File: src/verilog/urf_pkg.sv
/*
 * Constants, state types and shared decode functions for the serial channel datapath.
 * Assumes a 32-bit APB slave with byte addresses on word boundaries and one clock.
 */
package urf_pkg;

	// Register byte offsets
	localparam logic [7:0] OFS_DATA = 8'h00;
	localparam logic [7:0] OFS_INT_ENABLE = 8'h04;
	localparam logic [7:0] OFS_INT_CAUSE = 8'h08;
	localparam logic [7:0] OFS_FIFO_CTL = 8'h0C;
	localparam logic [7:0] OFS_LINE_FMT = 8'h10;
	localparam logic [7:0] OFS_LINE_STATE = 8'h14;
	localparam logic [7:0] OFS_FRAC_DIV = 8'h18;
	localparam logic [7:0] OFS_BAUD_DIV = 8'h1C;

	// FIFO geometry
	localparam logic [5:0] DEPTH = 6'h20;
	localparam int RX_W = 11;

	// Field positions
	localparam int FC_FIFO_EN = 0;
	localparam int FC_RXTRIG_LSB = 1;
	localparam int FC_TXTRIG_LSB = 3;
	localparam int LF_WLEN_LSB = 0;
	localparam int LF_STOP2 = 2;
	localparam int LF_PAR_EN = 3;
	localparam int LF_PAR_EVEN = 4;
	localparam int FD_OS_LSB = 4;
	localparam int LS_READY = 0;
	localparam int LS_OVERRUN = 1;
	localparam int LS_PARITY = 2;
	localparam int LS_FRAMING = 3;
	localparam int LS_BREAK = 4;
	localparam int LS_HOLD_EMPTY = 5;
	localparam int LS_ALL_EMPTY = 6;
	localparam int IC_RX = 0;
	localparam int IC_TX = 1;
	localparam int IC_TIMEOUT = 2;

	// Reset values
	localparam logic [4:0] RST_FIFO_CTL = 5'h00;
	localparam logic [4:0] RST_LINE_FMT = 5'h03;
	localparam logic [1:0] RST_OS_SEL = 2'h0;
	localparam logic [15:0] RST_BAUD_DIV = 16'h0001;
	localparam logic [2:0] RST_INT_ENABLE = 3'h0;

	// Timing counts in oversampling clocks and bit times
	localparam logic [4:0] OS_16X = 5'h10;
	localparam logic [4:0] OS_8X = 5'h08;
	localparam logic [4:0] OS_4X = 5'h04;
	localparam logic [5:0] TO_WORDS = 6'h04;
	localparam logic [5:0] TO_EXTRA = 6'h0C;
	localparam logic [3:0] WLEN_BASE = 4'h5;

	typedef enum logic [2:0]
	{
		ST_IDLE = 3'b000,
		ST_START = 3'b001,
		ST_DATA = 3'b011,
		ST_PARITY = 3'b010,
		ST_STOP = 3'b110
	} urf_state_t;

	function automatic logic [4:0] os_len(input logic [1:0] sel);
		os_len = (sel == 2'h0) ? OS_16X : ((sel == 2'h1) ? OS_8X : OS_4X);
	endfunction : os_len

	function automatic logic [5:0] trig_level(input logic [1:0] sel);
		case (sel)
			2'h0: trig_level = 6'h08;
			2'h1: trig_level = 6'h10;
			2'h2: trig_level = 6'h18;
			default: trig_level = 6'h1C;
		endcase
	endfunction : trig_level

	function automatic logic [7:0] data_mask(input logic [1:0] wsel);
		data_mask = 8'hFF >> (2'h3 - wsel);
	endfunction : data_mask

endpackage : urf_pkg

File: src/verilog/urf_fifo_if.sv
/*
 * Interface between the channel core and one of its FIFOs.
 * Assumes the FIFO owner drives head data and fill count combinationally from its state.
 */
`timescale 1ns/100ps
interface urf_fifo_if #(parameter int W = 8);
	logic push;
	logic [W-1:0] wdata;
	logic pop;
	logic flush;
	logic [W-1:0] rdata;
	logic [5:0] count;

	modport store (input push, input wdata, input pop, input flush, output rdata, output count);
	modport user (output push, output wdata, output pop, output flush, input rdata, input count);
endinterface : urf_fifo_if

File: src/verilog/urf_fifo.sv
/*
 * 32-entry synchronous FIFO with head presented combinationally.
 * Assumes the user never pushes when full or pops when empty; both are ignored here anyway.
 */
`timescale 1ns/100ps
module urf_fifo #(parameter int W = 8)
(
	input wire logic pclk,
	input wire logic presetn,
	urf_fifo_if.store f
);
	logic [W-1:0] mem [0:31];
	logic [4:0] wp_q;
	logic [4:0] rp_q;
	logic [5:0] cnt_q;
	wire do_push = f.push && (cnt_q != urf_pkg::DEPTH);
	wire do_pop = f.pop && (cnt_q != 6'h00);

	// Storage has no reset; only pointers define validity
	always_ff @(posedge pclk)
	begin
		if (do_push)
			mem[wp_q] <= f.wdata;
	end

	always_ff @(posedge pclk or negedge presetn)
	begin
		if (!presetn)
		begin
			wp_q <= 5'h00;
			rp_q <= 5'h00;
			cnt_q <= 6'h00;
		end
		else if (f.flush)
		begin
			wp_q <= 5'h00;
			rp_q <= 5'h00;
			cnt_q <= 6'h00;
		end
		else
		begin
			wp_q <= wp_q + 5'(do_push);
			rp_q <= rp_q + 5'(do_pop);
			cnt_q <= cnt_q + 6'(do_push) - 6'(do_pop);
		end
	end

	assign f.rdata = mem[rp_q];
	assign f.count = cnt_q;
endmodule : urf_fifo

File: src/verilog/urf_uart.sv
/*
 * Serial channel datapath: APB registers, transmit and receive shifters, two FIFOs, interrupts.
 * Assumes one 200 MHz clock, an asynchronous receive pin and a peer framed the same way.
 */
// Local design decisions: the register offsets and the APB interface to the registers.
`timescale 1ns/100ps

module urf_uart
(
	input wire logic pclk,
	input wire logic presetn,
	input wire logic psel,
	input wire logic penable,
	input wire logic pwrite,
	input wire logic [7:0] paddr,
	input wire logic [31:0] pwdata,
	output logic [31:0] prdata,
	output logic pready,
	output logic pslverr,
	input wire logic rxd,
	output logic txd,
	output logic irq
);
	// Control registers
	logic [4:0] fifo_control_q;
	logic [4:0] line_format_control_q;
	logic [1:0] os_sel_q;
	logic [15:0] baud_div_q;
	logic [2:0] interrupt_enable_reg_q;
	logic [2:0] interrupt_cause_q;
	logic [2:0] interrupt_cause_d;
	logic overrun_q;

	// Bus answer registers
	logic [31:0] prdata_q;
	logic pready_q;
	logic pslverr_q;
	logic irq_q;

	// Oversampling tick
	logic [15:0] div_cnt_q;

	// Transmitter
	urf_pkg::urf_state_t tx_state_q;
	logic [7:0] tx_shifter_q;
	logic [2:0] tx_bit_q;
	logic [4:0] tx_sub_q;
	logic tx_parity_q;
	logic tx_stop2_q;
	logic txd_q;

	// Receiver
	logic rx_s1_q;
	logic rx_s2_q;
	logic rx_s3_q;
	urf_pkg::urf_state_t rx_state_q;
	logic [7:0] rx_shifter_q;
	logic [2:0] rx_bit_q;
	logic [4:0] rx_sub_q;
	logic rx_perr_q;
	logic [4:0] to_sub_q;
	logic [5:0] to_bits_q;
	logic to_done_q;

	urf_fifo_if #(.W(8)) txf ();
	urf_fifo_if #(.W(urf_pkg::RX_W)) rxf ();

	urf_fifo #(.W(8)) u_tx_fifo
	(
		.pclk(pclk),
		.presetn(presetn),
		.f(txf.store)
	);

	urf_fifo #(.W(urf_pkg::RX_W)) u_rx_fifo
	(
		.pclk(pclk),
		.presetn(presetn),
		.f(rxf.store)
	);

	// Configuration decode
	wire fifo_en = fifo_control_q[urf_pkg::FC_FIFO_EN];
	wire [1:0] rx_trig_sel = fifo_control_q[urf_pkg::FC_RXTRIG_LSB +: 2];
	wire [1:0] tx_trig_sel = fifo_control_q[urf_pkg::FC_TXTRIG_LSB +: 2];
	wire [1:0] wsel = line_format_control_q[urf_pkg::LF_WLEN_LSB +: 2];
	wire stop2 = line_format_control_q[urf_pkg::LF_STOP2];
	wire par_en = line_format_control_q[urf_pkg::LF_PAR_EN];
	wire par_even = line_format_control_q[urf_pkg::LF_PAR_EVEN];
	wire [4:0] bit_len = urf_pkg::os_len(os_sel_q);
	wire [4:0] half_len = bit_len >> 1;
	wire [2:0] last_bit = 3'(urf_pkg::WLEN_BASE + 4'(wsel) - 4'h1);
	wire [7:0] wmask = urf_pkg::data_mask(wsel);
	// Non-FIFO mode keeps the same storage but limits it to one entry
	wire [5:0] fill_limit = fifo_en ? urf_pkg::DEPTH : 6'h01;
	wire os_tick = (div_cnt_q == baud_div_q);

	// APB decode; every access takes one wait state so outputs stay registered
	wire pready_d = psel && penable && !pready_q;
	wire acc = psel && penable && pready_q;
	wire hit_data = (paddr == urf_pkg::OFS_DATA);
	wire hit_ien = (paddr == urf_pkg::OFS_INT_ENABLE);
	wire hit_icause = (paddr == urf_pkg::OFS_INT_CAUSE);
	wire hit_fctl = (paddr == urf_pkg::OFS_FIFO_CTL);
	wire hit_lfmt = (paddr == urf_pkg::OFS_LINE_FMT);
	wire hit_lstate = (paddr == urf_pkg::OFS_LINE_STATE);
	wire hit_fdiv = (paddr == urf_pkg::OFS_FRAC_DIV);
	wire hit_bdiv = (paddr == urf_pkg::OFS_BAUD_DIV);
	wire mapped = hit_data | hit_ien | hit_icause | hit_fctl | hit_lfmt | hit_lstate | hit_fdiv | hit_bdiv;
	wire wr = acc && pwrite;
	wire rd = acc && !pwrite;

	// Line state view
	wire rx_ready = (rxf.count != 6'h00);
	wire hold_empty = (txf.count == 6'h00);
	wire all_empty = hold_empty && (tx_state_q == urf_pkg::ST_IDLE);
	wire [2:0] head_tags = rx_ready ? rxf.rdata[10:8] : 3'h0;
	logic [7:0] line_state;
	always_comb
	begin
		line_state = 8'h00;
		line_state[urf_pkg::LS_READY] = rx_ready;
		line_state[urf_pkg::LS_OVERRUN] = overrun_q;
		line_state[urf_pkg::LS_PARITY +: 3] = head_tags;
		line_state[urf_pkg::LS_HOLD_EMPTY] = hold_empty;
		line_state[urf_pkg::LS_ALL_EMPTY] = all_empty;
	end

	wire [31:0] rd_mux =
		hit_data ? {24'h0, rx_ready ? rxf.rdata[7:0] : 8'h00} :
		hit_ien ? {29'h0, interrupt_enable_reg_q} :
		hit_icause ? {29'h0, interrupt_cause_q} :
		hit_fctl ? {27'h0, fifo_control_q} :
		hit_lfmt ? {27'h0, line_format_control_q} :
		hit_lstate ? {24'h0, line_state} :
		hit_fdiv ? {26'h0, os_sel_q, 4'h0} :
		hit_bdiv ? {16'h0, baud_div_q} : 32'h0;

	// Transmit data path
	wire tx_load = (tx_state_q == urf_pkg::ST_IDLE) && !hold_empty;
	wire tx_bit_end = os_tick && (tx_sub_q == bit_len - 5'h01);
	wire fifo_mode_flip = wr && hit_fctl && (pwdata[urf_pkg::FC_FIFO_EN] != fifo_en);
	assign txf.push = wr && hit_data && (txf.count < fill_limit);
	assign txf.wdata = pwdata[7:0];
	assign txf.pop = tx_load;
	assign txf.flush = fifo_mode_flip;
	wire tx_parity_calc = (^(txf.rdata & wmask)) ^ ~par_even;

	// Holding empty in non-FIFO mode, or fill dropping below trigger in FIFO mode
	wire [5:0] tx_edge = fifo_en ? urf_pkg::trig_level(tx_trig_sel) : 6'h01;
	wire tx_evt = tx_load && (txf.count == tx_edge);

	// Receive data path; samples take the second synchroniser stage, the start edge the second and third
	wire rx_fall = rx_s3_q && !rx_s2_q;
	wire rx_sample = os_tick && (rx_sub_q == bit_len - 5'h01);
	wire rx_start_mid = os_tick && (rx_sub_q == half_len - 5'h01);
	wire [7:0] rx_data = (rx_shifter_q >> (2'h3 - wsel)) & wmask;
	wire rx_par_bad = rx_s2_q ^ ((^rx_data) ^ ~par_even);
	wire rx_stop_done = (rx_state_q == urf_pkg::ST_STOP) && rx_sample;
	wire rx_full = (rxf.count >= fill_limit);
	wire rx_frame_err = !rx_s2_q;
	wire rx_break = rx_frame_err && (rx_data == 8'h00);
	assign rxf.push = rx_stop_done && !rx_full;
	assign rxf.wdata = {rx_break, rx_frame_err, rx_perr_q, rx_data};
	assign rxf.pop = rd && hit_data && rx_ready;
	assign rxf.flush = fifo_mode_flip;
	wire [5:0] rx_edge = fifo_en ? urf_pkg::trig_level(rx_trig_sel) - 6'h01 : 6'h00;
	wire rx_evt = rxf.push && (rxf.count == rx_edge);

	// Time-out after silence with data waiting
	wire [5:0] to_limit = 6'(urf_pkg::TO_WORDS * 6'(4'(wsel) + urf_pkg::WLEN_BASE) + urf_pkg::TO_EXTRA);
	wire to_restart = rxf.push || rxf.pop || !rx_ready;
	wire to_bit_end = os_tick && (to_sub_q == bit_len - 5'h01);
	wire to_evt = !to_restart && !to_done_q && to_bit_end && (to_bits_q == to_limit - 6'h01);

	// Sticky causes; a new event wins over a same-cycle write of one
	wire [2:0] cause_clr = (wr && hit_icause) ? pwdata[2:0] : 3'h0;
	assign interrupt_cause_d = (interrupt_cause_q & ~cause_clr) | {to_evt, tx_evt, rx_evt};
	// Receive and time-out causes share the receive enable bit
	wire [2:0] cause_mask = {interrupt_enable_reg_q[urf_pkg::IC_RX], interrupt_enable_reg_q[urf_pkg::IC_TX],
		interrupt_enable_reg_q[urf_pkg::IC_RX]};

	always_ff @(posedge pclk or negedge presetn)
	begin
		if (!presetn)
		begin
			prdata_q <= 32'h0;
			pready_q <= 1'b0;
			pslverr_q <= 1'b0;
			irq_q <= 1'b0;
			interrupt_cause_q <= 3'h0;
			overrun_q <= 1'b0;
		end
		else
		begin
			pready_q <= pready_d;
			pslverr_q <= pready_d && !mapped;
			prdata_q <= (pready_d && !pwrite) ? rd_mux : 32'h0;
			interrupt_cause_q <= interrupt_cause_d;
			irq_q <= |(interrupt_cause_q & cause_mask);
			overrun_q <= (rx_stop_done && rx_full) || (overrun_q && !(rd && hit_lstate));
		end
	end

	always_ff @(posedge pclk or negedge presetn)
	begin
		if (!presetn)
		begin
			fifo_control_q <= urf_pkg::RST_FIFO_CTL;
			line_format_control_q <= urf_pkg::RST_LINE_FMT;
			os_sel_q <= urf_pkg::RST_OS_SEL;
			baud_div_q <= urf_pkg::RST_BAUD_DIV;
			interrupt_enable_reg_q <= urf_pkg::RST_INT_ENABLE;
		end
		else if (wr)
		begin
			if (hit_fctl)
				fifo_control_q <= pwdata[4:0];
			if (hit_lfmt)
				line_format_control_q <= pwdata[4:0];
			if (hit_fdiv)
				os_sel_q <= pwdata[urf_pkg::FD_OS_LSB +: 2];
			if (hit_bdiv)
				baud_div_q <= pwdata[15:0];
			if (hit_ien)
				interrupt_enable_reg_q <= pwdata[2:0];
		end
	end

	always_ff @(posedge pclk or negedge presetn)
	begin
		if (!presetn)
			div_cnt_q <= 16'h0;
		else
			div_cnt_q <= os_tick ? 16'h0 : div_cnt_q + 16'h1;
	end

	// Transmitter sequencing; a bit ends every bit_len ticks
	always_ff @(posedge pclk or negedge presetn)
	begin
		if (!presetn)
		begin
			tx_state_q <= urf_pkg::ST_IDLE;
			tx_shifter_q <= 8'h00;
			tx_bit_q <= 3'h0;
			tx_sub_q <= 5'h00;
			tx_parity_q <= 1'b0;
			tx_stop2_q <= 1'b0;
			txd_q <= 1'b1;
		end
		else
		begin
			if (tx_state_q != urf_pkg::ST_IDLE && os_tick)
				tx_sub_q <= tx_bit_end ? 5'h00 : tx_sub_q + 5'h01;
			case (tx_state_q)
				urf_pkg::ST_IDLE:
					if (tx_load)
					begin
						tx_shifter_q <= txf.rdata;
						tx_parity_q <= tx_parity_calc;
						tx_sub_q <= 5'h00;
						txd_q <= 1'b0;
						tx_state_q <= urf_pkg::ST_START;
					end
				urf_pkg::ST_START:
					if (tx_bit_end)
					begin
						txd_q <= tx_shifter_q[0];
						tx_shifter_q <= tx_shifter_q >> 1;
						tx_bit_q <= 3'h0;
						tx_state_q <= urf_pkg::ST_DATA;
					end
				urf_pkg::ST_DATA:
					if (tx_bit_end)
					begin
						if (tx_bit_q == last_bit)
						begin
							txd_q <= par_en ? tx_parity_q : 1'b1;
							tx_stop2_q <= stop2;
							tx_state_q <= par_en ? urf_pkg::ST_PARITY : urf_pkg::ST_STOP;
						end
						else
						begin
							txd_q <= tx_shifter_q[0];
							tx_shifter_q <= tx_shifter_q >> 1;
							tx_bit_q <= tx_bit_q + 3'h1;
						end
					end
				urf_pkg::ST_PARITY:
					if (tx_bit_end)
					begin
						txd_q <= 1'b1;
						tx_state_q <= urf_pkg::ST_STOP;
					end
				urf_pkg::ST_STOP:
					if (tx_bit_end)
					begin
						if (tx_stop2_q)
							tx_stop2_q <= 1'b0;
						else
							tx_state_q <= urf_pkg::ST_IDLE;
					end
				default:
				begin
					txd_q <= 1'b1;
					tx_state_q <= urf_pkg::ST_IDLE;
				end
			endcase
		end
	end

	// Receive pin synchroniser and edge history
	always_ff @(posedge pclk or negedge presetn)
	begin
		if (!presetn)
		begin
			rx_s1_q <= 1'b1;
			rx_s2_q <= 1'b1;
			rx_s3_q <= 1'b1;
		end
		else
		begin
			rx_s1_q <= rxd;
			rx_s2_q <= rx_s1_q;
			rx_s3_q <= rx_s2_q;
		end
	end

	// Receiver: after the start centre, every later sample is one whole bit apart
	always_ff @(posedge pclk or negedge presetn)
	begin
		if (!presetn)
		begin
			rx_state_q <= urf_pkg::ST_IDLE;
			rx_shifter_q <= 8'h00;
			rx_bit_q <= 3'h0;
			rx_sub_q <= 5'h00;
			rx_perr_q <= 1'b0;
		end
		else
		begin
			case (rx_state_q)
				urf_pkg::ST_IDLE:
					if (rx_fall)
					begin
						rx_sub_q <= 5'h00;
						rx_perr_q <= 1'b0;
						rx_state_q <= urf_pkg::ST_START;
					end
				urf_pkg::ST_START:
					if (rx_start_mid)
					begin
						rx_sub_q <= 5'h00;
						rx_bit_q <= 3'h0;
						// A glitch shorter than half a bit is dropped here
						rx_state_q <= rx_s2_q ? urf_pkg::ST_IDLE : urf_pkg::ST_DATA;
					end
					else if (os_tick)
						rx_sub_q <= rx_sub_q + 5'h01;
				urf_pkg::ST_DATA:
					if (rx_sample)
					begin
						rx_sub_q <= 5'h00;
						rx_shifter_q <= {rx_s2_q, rx_shifter_q[7:1]};
						rx_bit_q <= rx_bit_q + 3'h1;
						if (rx_bit_q == last_bit)
							rx_state_q <= par_en ? urf_pkg::ST_PARITY : urf_pkg::ST_STOP;
					end
					else if (os_tick)
						rx_sub_q <= rx_sub_q + 5'h01;
				urf_pkg::ST_PARITY:
					if (rx_sample)
					begin
						rx_sub_q <= 5'h00;
						rx_perr_q <= rx_par_bad;
						rx_state_q <= urf_pkg::ST_STOP;
					end
					else if (os_tick)
						rx_sub_q <= rx_sub_q + 5'h01;
				urf_pkg::ST_STOP:
					if (rx_sample)
						rx_state_q <= urf_pkg::ST_IDLE;
					else if (os_tick)
						rx_sub_q <= rx_sub_q + 5'h01;
				default:
					rx_state_q <= urf_pkg::ST_IDLE;
			endcase
		end
	end

	// Silence timer counts bit times while data waits unread
	always_ff @(posedge pclk or negedge presetn)
	begin
		if (!presetn)
		begin
			to_sub_q <= 5'h00;
			to_bits_q <= 6'h00;
			to_done_q <= 1'b0;
		end
		else if (to_restart)
		begin
			to_sub_q <= 5'h00;
			to_bits_q <= 6'h00;
			to_done_q <= 1'b0;
		end
		else if (os_tick && !to_done_q)
		begin
			to_sub_q <= to_bit_end ? 5'h00 : to_sub_q + 5'h01;
			if (to_bit_end)
				to_bits_q <= to_bits_q + 6'h01;
			if (to_evt)
				to_done_q <= 1'b1;
		end
	end

	assign prdata = prdata_q;
	assign pready = pready_q;
	assign pslverr = pslverr_q;
	assign txd = txd_q;
	assign irq = irq_q;
endmodule : urf_uart

File: config.mk
export PLATFORM = sky130hd
export DESIGN_NAME = urf_uart
export DESIGN_NICKNAME = d
export VERILOG_FILES = /design/src/verilog/urf_pkg.sv /design/src/verilog/urf_fifo_if.sv /design/src/verilog/urf_fifo.sv /design/src/verilog/urf_uart.sv
export SDC_FILE = /design/constraint.sdc
export NUM_CORES = 1
export LEC_CHECK = 0
export BUFFER_PORTS_ARGS = -buffer_cell sky130_fd_sc_hd__buf_2
export CAP_MARGIN = 20
export CORE_MARGIN = 2
export CORE_UTILIZATION = 45
export CTS_BUF_LIST = sky130_fd_sc_hd__clkbuf_16
export CTS_CLUSTER_DIAMETER = 60
export DETAILED_ROUTE_END_ITERATION = 8
export GPL_TIMING_DRIVEN = 0
export SYNTH_ARGS = -nofsm -noshare
export SYNTH_HDL_FRONTEND = slang
export SYNTH_SLANG_ARGS = --single-unit
File: constraint.sdc
create_clock -name pclk -period 4.9 [get_ports pclk]
set_input_delay 0.49 -clock pclk [delete_from_list [all_inputs] [get_ports pclk]]
set_output_delay 0.49 -clock pclk [all_outputs]
set_load 0.03 [all_outputs]
==> results.py, run 1 <==
metrics = {
    "worst_setup_path": {
        "cp.arrival_ps": 4950,
        "path_buf_inv": 3,
        "cp_max_fo": 9,
        "path_class": "register to register",
        "timing.rr.end": "u_rx_fifo.mem[27][7]",
        "r2r-start": "fifo_control_q[0]",
        "rrSetupSlack_ps": 270,
        "worstPathRequired_ps": 5220,
        "crit_path_start_kind": "register",
        "worstPathCellList": "clkbuf_1 > inv_1 > ha_1 > nor2_1 > nand2_1 > nand2_1 > nand3_1 > a21oi_1 > nor4b_2 > nand3_1 > nor2_1 > buf_4",
        "worst-r2r-cell-count": 12,
        "worst_path_dominant_cell_family": "simple AND/OR/NAND/NOR gates",
        "crit_slowest_cell": "nor4b_2",
        "end_kind": "register",
        "cpPeakStageDelay_ps": 820,
    },
    "clocking": {
        "cts_buffer_depth": 3,
        "htree_levels": 3,
        "cts.clk_slew.worst_paths_ps": 60,
        "cts_sinks": 767,
        "cts-root-buf": "clkbuf_16",
        "cts_buffers": 85,
        "clk_latency_ps": 630,
        "cts_tree": "yes",
    },
    "synthesis": {
        "yosysWarnings": 0,
        "post_synth.cell_area_avg_um2": 16.8,
        "ys_seq_area_frac": 0.683,
        "async_flop_share": 0.207,
        "synth-edff-count": 608,
        "synth_cell_type_count": 79,
        "yosysMostFrequentCell": "edfxtp_1",
        "synthTopCellsByArea": "edfxtp_1 (56%), dfrtp_1 (12%), mux4_2 (10%), mux2_2 (2.1%), nor2_1 (1.9%)",
        "netlist_top_cells_count": "edfxtp_1 (608), nor2_1 (167), dfrtp_1 (152)",
        "netlist.area_leader.share": 0.561,
        "synthesis.area_mm2": 0.0326,
        "syn_inst": 1943,
        "synth.ff_latch_count": 767,
        "synth-main-ff-cell": "edfxtp_1",
        "post-synth-top-area-cell": "edfxtp_1",
    },
    "cells_and_area": {
        "utilization": 0.517,
        "fill_cells": 5916,
        "final_cells": 3136,
        "drive_gt1_frac": 0.221,
        "nets": 2219,
        "syn2layout_area_growth_pct": 13.7,
        "diodes": 0,
    },
    "floorplan": {
        "num_rows": 98,
        "dieHeight_um": 273,
        "die_w_um": 273,
        "start_util": 0.455,
        "io_pins": 82,
        "fp.dieArea_mm2": 0.0745,
        "coreArea_mm2": 0.0716,
    },
    "global_route": {
        "grt_max_degree": 87,
        "overflow": 0,
        "grt_pass1_vias": 18166,
        "grt_usage": 0.214,
        "grt_pass1_wl_um": 117000,
        "grt_antenna_before_repair": 3,
    },
    "sta": {
        "tns_ps": 0,
        "fin_worst_skew_ps": 24.5,
        "maxSlewViolCount": 0,
        "finalWorstPathRequiredPeriod_ps": 4630,
        "holdWs_ps": 98.4,
        "hold_viol_final": 0,
        "setup_viol": 0,
        "worst_pin_slew_ps": 1110,
        "fmax_mhz": 216,
        "rsz0062_at_grt": "false",
        "period_share": 0.944,
        "max_slew_margin": 0.258,
    },
    "detailed_routing": {
        "vias": 18081,
        "drt-initial-drc-count": 1841,
        "drt-total-wl_um": 78500,
        "wl_per_cell_um": 25.0,
        "ant_nets": 0,
        "drc_errors": 0,
        "first_pass_iters": 6,
        "vias_per_cell": 5.77,
    },
    "job": {
        "drv_cap": 0,
    },
    "place": {
        "io_buffers": 48,
        "place.gp.congestion": 0.907,
        "hpwl_um": 52100,
        "dpl.cell_count": 2984,
    },
    "hold_path": {
        "hold_path_startpoint": "pwdata[9]",
        "min_path_type": "input port to register",
        "hold_end": "baud_div_q[9]",
        "hold_depth": 2,
    },
    "power_and_ir_drop": {
        "irDropWorstVdd_mv": 0.305,
        "powerDensity_mw_per_mm2": 386,
        "p_leak_nw": 12.8,
    },
    "run_status": {
        "status": "finished clean",
    },
}
[metrics by stage]
step | total power [mW] | worst slack, ps | instance area, um^2
floorplan | 8.11 | 1470 | 32600
global placement | 8.36 | 84.9 | 34000
detailed placement | 8.41 | 416 | 34400
CTS | 14.4 | 401 | 37000
global route | 14.8 | 70.2 | 37000
finish | 14.3 | 273 | 37000
[cell families (layout without fill, tap and decap cells)]
| family | after synthesis | after routing | share of synthesized area |
|---|---|---|---|
| xor+xnor | 85 | 85 | 0.0236 |
| buf+inv | 148 | 376 | 0.0223 |
| flops | 767 | 767 | 0.683 |
| compound gates | 176 | 176 | 0.0349 |
| fa+ha+maj | 49 | 49 | 0.0193 |
| mux | 277 | 277 | 0.151 |
| simple gates | 440 | 440 | 0.0660 |
| other cells | 1 | 16 | 0.000115 |
[cells in the final DEF (no fill, tap or decap), types with 9 or more instances in the layout]
cell       instances
edfxtp_1         608
nor2_1           159
dfrtp_1          152
mux4_2           151
clkbuf_16         87
nand2_1           77
buf_2             68
inv_1             65
mux2_2            60
xnor2_1           58
mux2i_1           56
o21ai_0           48
ha_1              47
clkbuf_1          46
a21oi_1           45
nand3_1           43
buf_4             33
xor2_1            25
nor2b_1           23
nand4_1           18
nor3_1            18
clkinv_1          18
conb_1            16
clkinv_2          16
nand2b_1          14
and2_1            13
and3_1            12
nand3b_1          12
buf_6             12
or3_1             11
a22oi_1           10
mux4_1            10
nor2_2             9
[cell type report]
| class | instances | area, um^2 | share of cell area |
|---|---|---|---|
| buffer | 100 | 546 | 0.0147 |
| clock inverter | 62 | 437 | 0.0118 |
| tap | 950 | 1190 | 0.0321 |
| multi-input combinational | 1043 | 9660 | 0.261 |
| inverter | 48 | 180 | 0.00487 |
| sequential | 767 | 22200 | 0.601 |
| clock buffer | 87 | 2180 | 0.0588 |
| timing repair buffer | 79 | 581 | 0.0157 |
[report_power, final]
part | internal, mW | leakage (nW) | switching (mW)
clock network | 3.47 | 1.36 | 2.53
logic | 0.403 | 4.29 | 0.587
registers | 7.16 | 7.12 | 0.139
total | 11.0 | 12.8 | 3.25
[sequential cells by signal (all words and copies together), names as in the netlist, 6 cells and up]
name               flops
u_rx_fifo.mem        352
u_tx_fifo.mem        256
baud_div_q            16
div_cnt_q             16
prdata                16
rx_shifter_q           8
tx_shifter_q           8
to_bits_q              6
u_rx_fifo.f.count      6
u_tx_fifo.f.count      6
[what timing repair did]
item	in CTS	in global routing
buffers inserted	0	0
gates resized for setup	0	0
hold buffers	2	0
endpoints found under the hold margin	69	0
[worst max path at each step]
stage | startpoint | to | slack [ps] | cells past startpoint
after floorplan | paddr[0] | u_rx_fifo.f.count[4] | 1470 | 13
after global placement | fifo_control_q[0] | u_rx_fifo.mem[4][5] | 80 | 12
after detailed placement | paddr[0] | u_rx_fifo.f.count[4] | 420 | 14
after CTS | fifo_control_q[0] | u_rx_fifo.mem[4][4] | 400 | 12
after global routing | fifo_control_q[0] | u_rx_fifo.mem[26][5] | 70 | 12
final | fifo_control_q[0] | u_rx_fifo.mem[27][7] | 270 | 12
[layer usage]
metal,vias up,wire length [um],GRT usage
li1,7868,-,-
met1,9388,33500,0.301
met2,678,37300,0.338
met3,145,5390,0.0402
met4,2,2330,0.0705
met5,-,14,0
Note: power is estimated with default switching activity, not from simulation.
==> run 2: changes to the inputs <==
- ABC_AREA: unset -> 1
==> results.py, run 2 <==
metrics = {
    "run_status": {
        "status": "finished clean",
    },
    "cells_and_area": {
        "largest_reg_flops": 352,
        "final_cell_mix": "nand2_1 (623), edfxtp_1 (608), nor2_1 (350)",
        "layout_commonest_cell": "nand2_1",
        "multi_input_area_mm2": 0.00985,
        "top_regs": "u_rx_fifo.mem x352, u_tx_fifo.mem x256",
        "syn2layout_area_growth_pct": 15.1,
        "seq_area_mm2": 0.0222,
        "fill_cells": 6300,
        "top_register": "u_rx_fifo.mem",
        "drive_gt1_frac": 0.0963,
        "nets": 3414,
    },
    "global_route": {
        "grt_usage": 0.260,
        "grt_pass1_vias": 24418,
        "overflow": 0,
        "grt_max_degree": 113,
        "grt_antenna_before_repair": 1,
        "grt_pass1_wl_um": 150000,
    },
    "clocking": {
        "cts.clk_slew.worst_paths_ps": 60,
        "cts_sinks": 767,
        "cts_buffers": 85,
        "postCtsSetupRepairBufs": 0,
        "ctsHoldBuffers": 2,
        "clk_latency_ps": 650,
        "cts_resized": 0,
        "cts_buffer_depth": 3,
        "cts-root-buf": "clkbuf_16",
        "cts_tree": "yes",
        "htree_levels": 3,
    },
    "sta": {
        "max_slew_margin": 0.220,
        "finalWorstPathRequiredPeriod_ps": 4060,
        "fmax_mhz": 246,
        "rsz0062_at_grt": "false",
        "worst_pin_slew_ps": 1170,
        "period_share": 0.828,
        "maxSlewViolCount": 0,
        "worst_slack_ps": 841,
        "setup_viol": 0,
        "holdWs_ps": 93.2,
        "fin_worst_skew_ps": 25.0,
        "hold_viol_final": 0,
    },
    "detailed_routing": {
        "first_pass_iters": 6,
        "vias_per_cell": 5.78,
        "vias": 25136,
        "drc_errors": 0,
        "ant_nets": 0,
        "wl_per_cell_um": 23.1,
        "drt-initial-drc-count": 3219,
        "drt-total-wl_um": 101000,
    },
    "floorplan": {
        "num_rows": 99,
        "die_w_um": 277,
        "coreArea_mm2": 0.0732,
        "fp.dieArea_mm2": 0.0765,
        "io_pins": 82,
        "dieHeight_um": 277,
        "start_util": 0.457,
    },
    "hold_path": {
        "hold_end": "baud_div_q[15]",
        "hold_depth": 2,
        "hold_path_startpoint": "pwdata[15]",
        "min_path_type": "input port to register",
    },
    "synthesis": {
        "synth_cell_type_count": 52,
        "ys_seq_area_frac": 0.666,
        "netlist.area_leader.share": 0.546,
        "synthesis.area_mm2": 0.0334,
        "synth-main-ff-cell": "edfxtp_1",
        "synth-edff-count": 608,
        "syn_inst": 3103,
        "synthTopCellsByArea": "edfxtp_1 (55%), dfrtp_1 (11%), nand2_1 (7.0%), nand3_1 (5.0%), o21ai_0 (4.3%)",
        "yosysWarnings": 0,
        "synth.ff_latch_count": 767,
        "post-synth-top-area-cell": "edfxtp_1",
        "async_flop_share": 0.207,
        "netlist_top_cells_count": "nand2_1 (623), edfxtp_1 (608), nor2_1 (363)",
        "post_synth.cell_area_avg_um2": 10.8,
        "yosysMostFrequentCell": "nand2_1",
    },
    "worst_setup_path": {
        "crit_path_start_kind": "register",
        "rrSetupSlack_ps": 840,
        "path_class": "register to register",
        "r2r-start": "fifo_control_q[0]",
        "timing.rr.end": "u_rx_fifo.mem[27][10]",
        "worst-r2r-cell-count": 11,
        "cp_max_fo": 11,
        "worstPathRequired_ps": 5140,
        "end_kind": "register",
        "cp.arrival_ps": 4300,
    },
    "power_and_ir_drop": {
        "powerDensity_mw_per_mm2": 367,
        "irDropWorstVdd_mv": 0.318,
        "finalPower_mw": 14.1,
        "p_leak_nw": 14.2,
    },
    "place": {
        "hpwl_um": 68500,
        "dpl_worst_slack_ps": 706,
        "io_buffers": 49,
        "place.gp.congestion": 0.901,
    },
    "job": {
        "drv_cap": 0,
    },
}
## run 2: kinds of logic (layout without fill, tap and decap cells)
logic type	Yosys count	after routing	synth area share
AOI/OAI and AO/OA	483	483	0.0841
xor gates and xnor gates	39	39	0.0102
adders and majority gates	49	49	0.0188
buffers and inverters	352	620	0.0425
DFF	767	767	0.666
muxes	4	4	0.00135
other	1	17	0.000112
and+or+nand+nor	1408	1408	0.177
## run 2: worst max-delay path by stage
| stage | start | to | slack [ps] | depth (start not counted) |
|---|---|---|---|---|
| 2_1_floorplan | line_format_control_q[0] | rx_perr_q | 1190 | 11 |
| 3_3_place_gp | line_format_control_q[0] | rx_perr_q | -470 | 11 |
| 3_5_place_dp | fifo_control_q[0] | u_rx_fifo.mem[7][7] | 710 | 11 |
| 4_1_cts | fifo_control_q[0] | u_rx_fifo.mem[7][10] | 680 | 11 |
| 5_1_grt | fifo_control_q[0] | u_rx_fifo.mem[27][10] | 670 | 11 |
| 6_report | fifo_control_q[0] | u_rx_fifo.mem[27][10] | 840 | 11 |
## run 2: layout make-up
cell class              instances  area share
diodes                          1   0.0000651
plain buffers                 162      0.0184
clock buffers                  86      0.0559
clock inverters                68      0.0142
inverters                     190      0.0185
multi-input cells            1999       0.256
flip-flops and latches        767       0.578
well taps                     959      0.0312
repair buffers                114      0.0272
## run 2: stage by stage
stage,TNS [ps],utilization,std cells,area (um^2)
after CTS,0,0.524,4340,38400
after detailed placement,0,0.487,4184,35700
after floorplan,0,-,3118,33500
after global placement,-12620,0.477,4126,34900
final,0,0.525,4346,38500
after global routing,0,0.525,4345,38500
## run 2: where the power goes
part,total (mW),switching (mW),internal [mW]
Clock,6.23,2.65,3.57
Combinational,0.726,0.481,0.245
Sequential,7.16,0.0572,7.10
Total,14.1,3.19,10.9
## run 2: layer usage
layer	GRT usage	wire length, um
met1	0.351	40700
met2	0.427	47700
met3	0.0398	8370
met4	0.0970	3730
met5	0	16
## run 2: critical path, cell delays in order (launching register included)
cell	delay, ps
dfrtp_1	460
inv_1	310
ha_1	300
inv_1	80
nand3_1	60
a21oi_1	130
inv_1	50
a21oi_1	430
nand4_2	350
a21oi_4	340
nand3_2	300
nor2_2	830
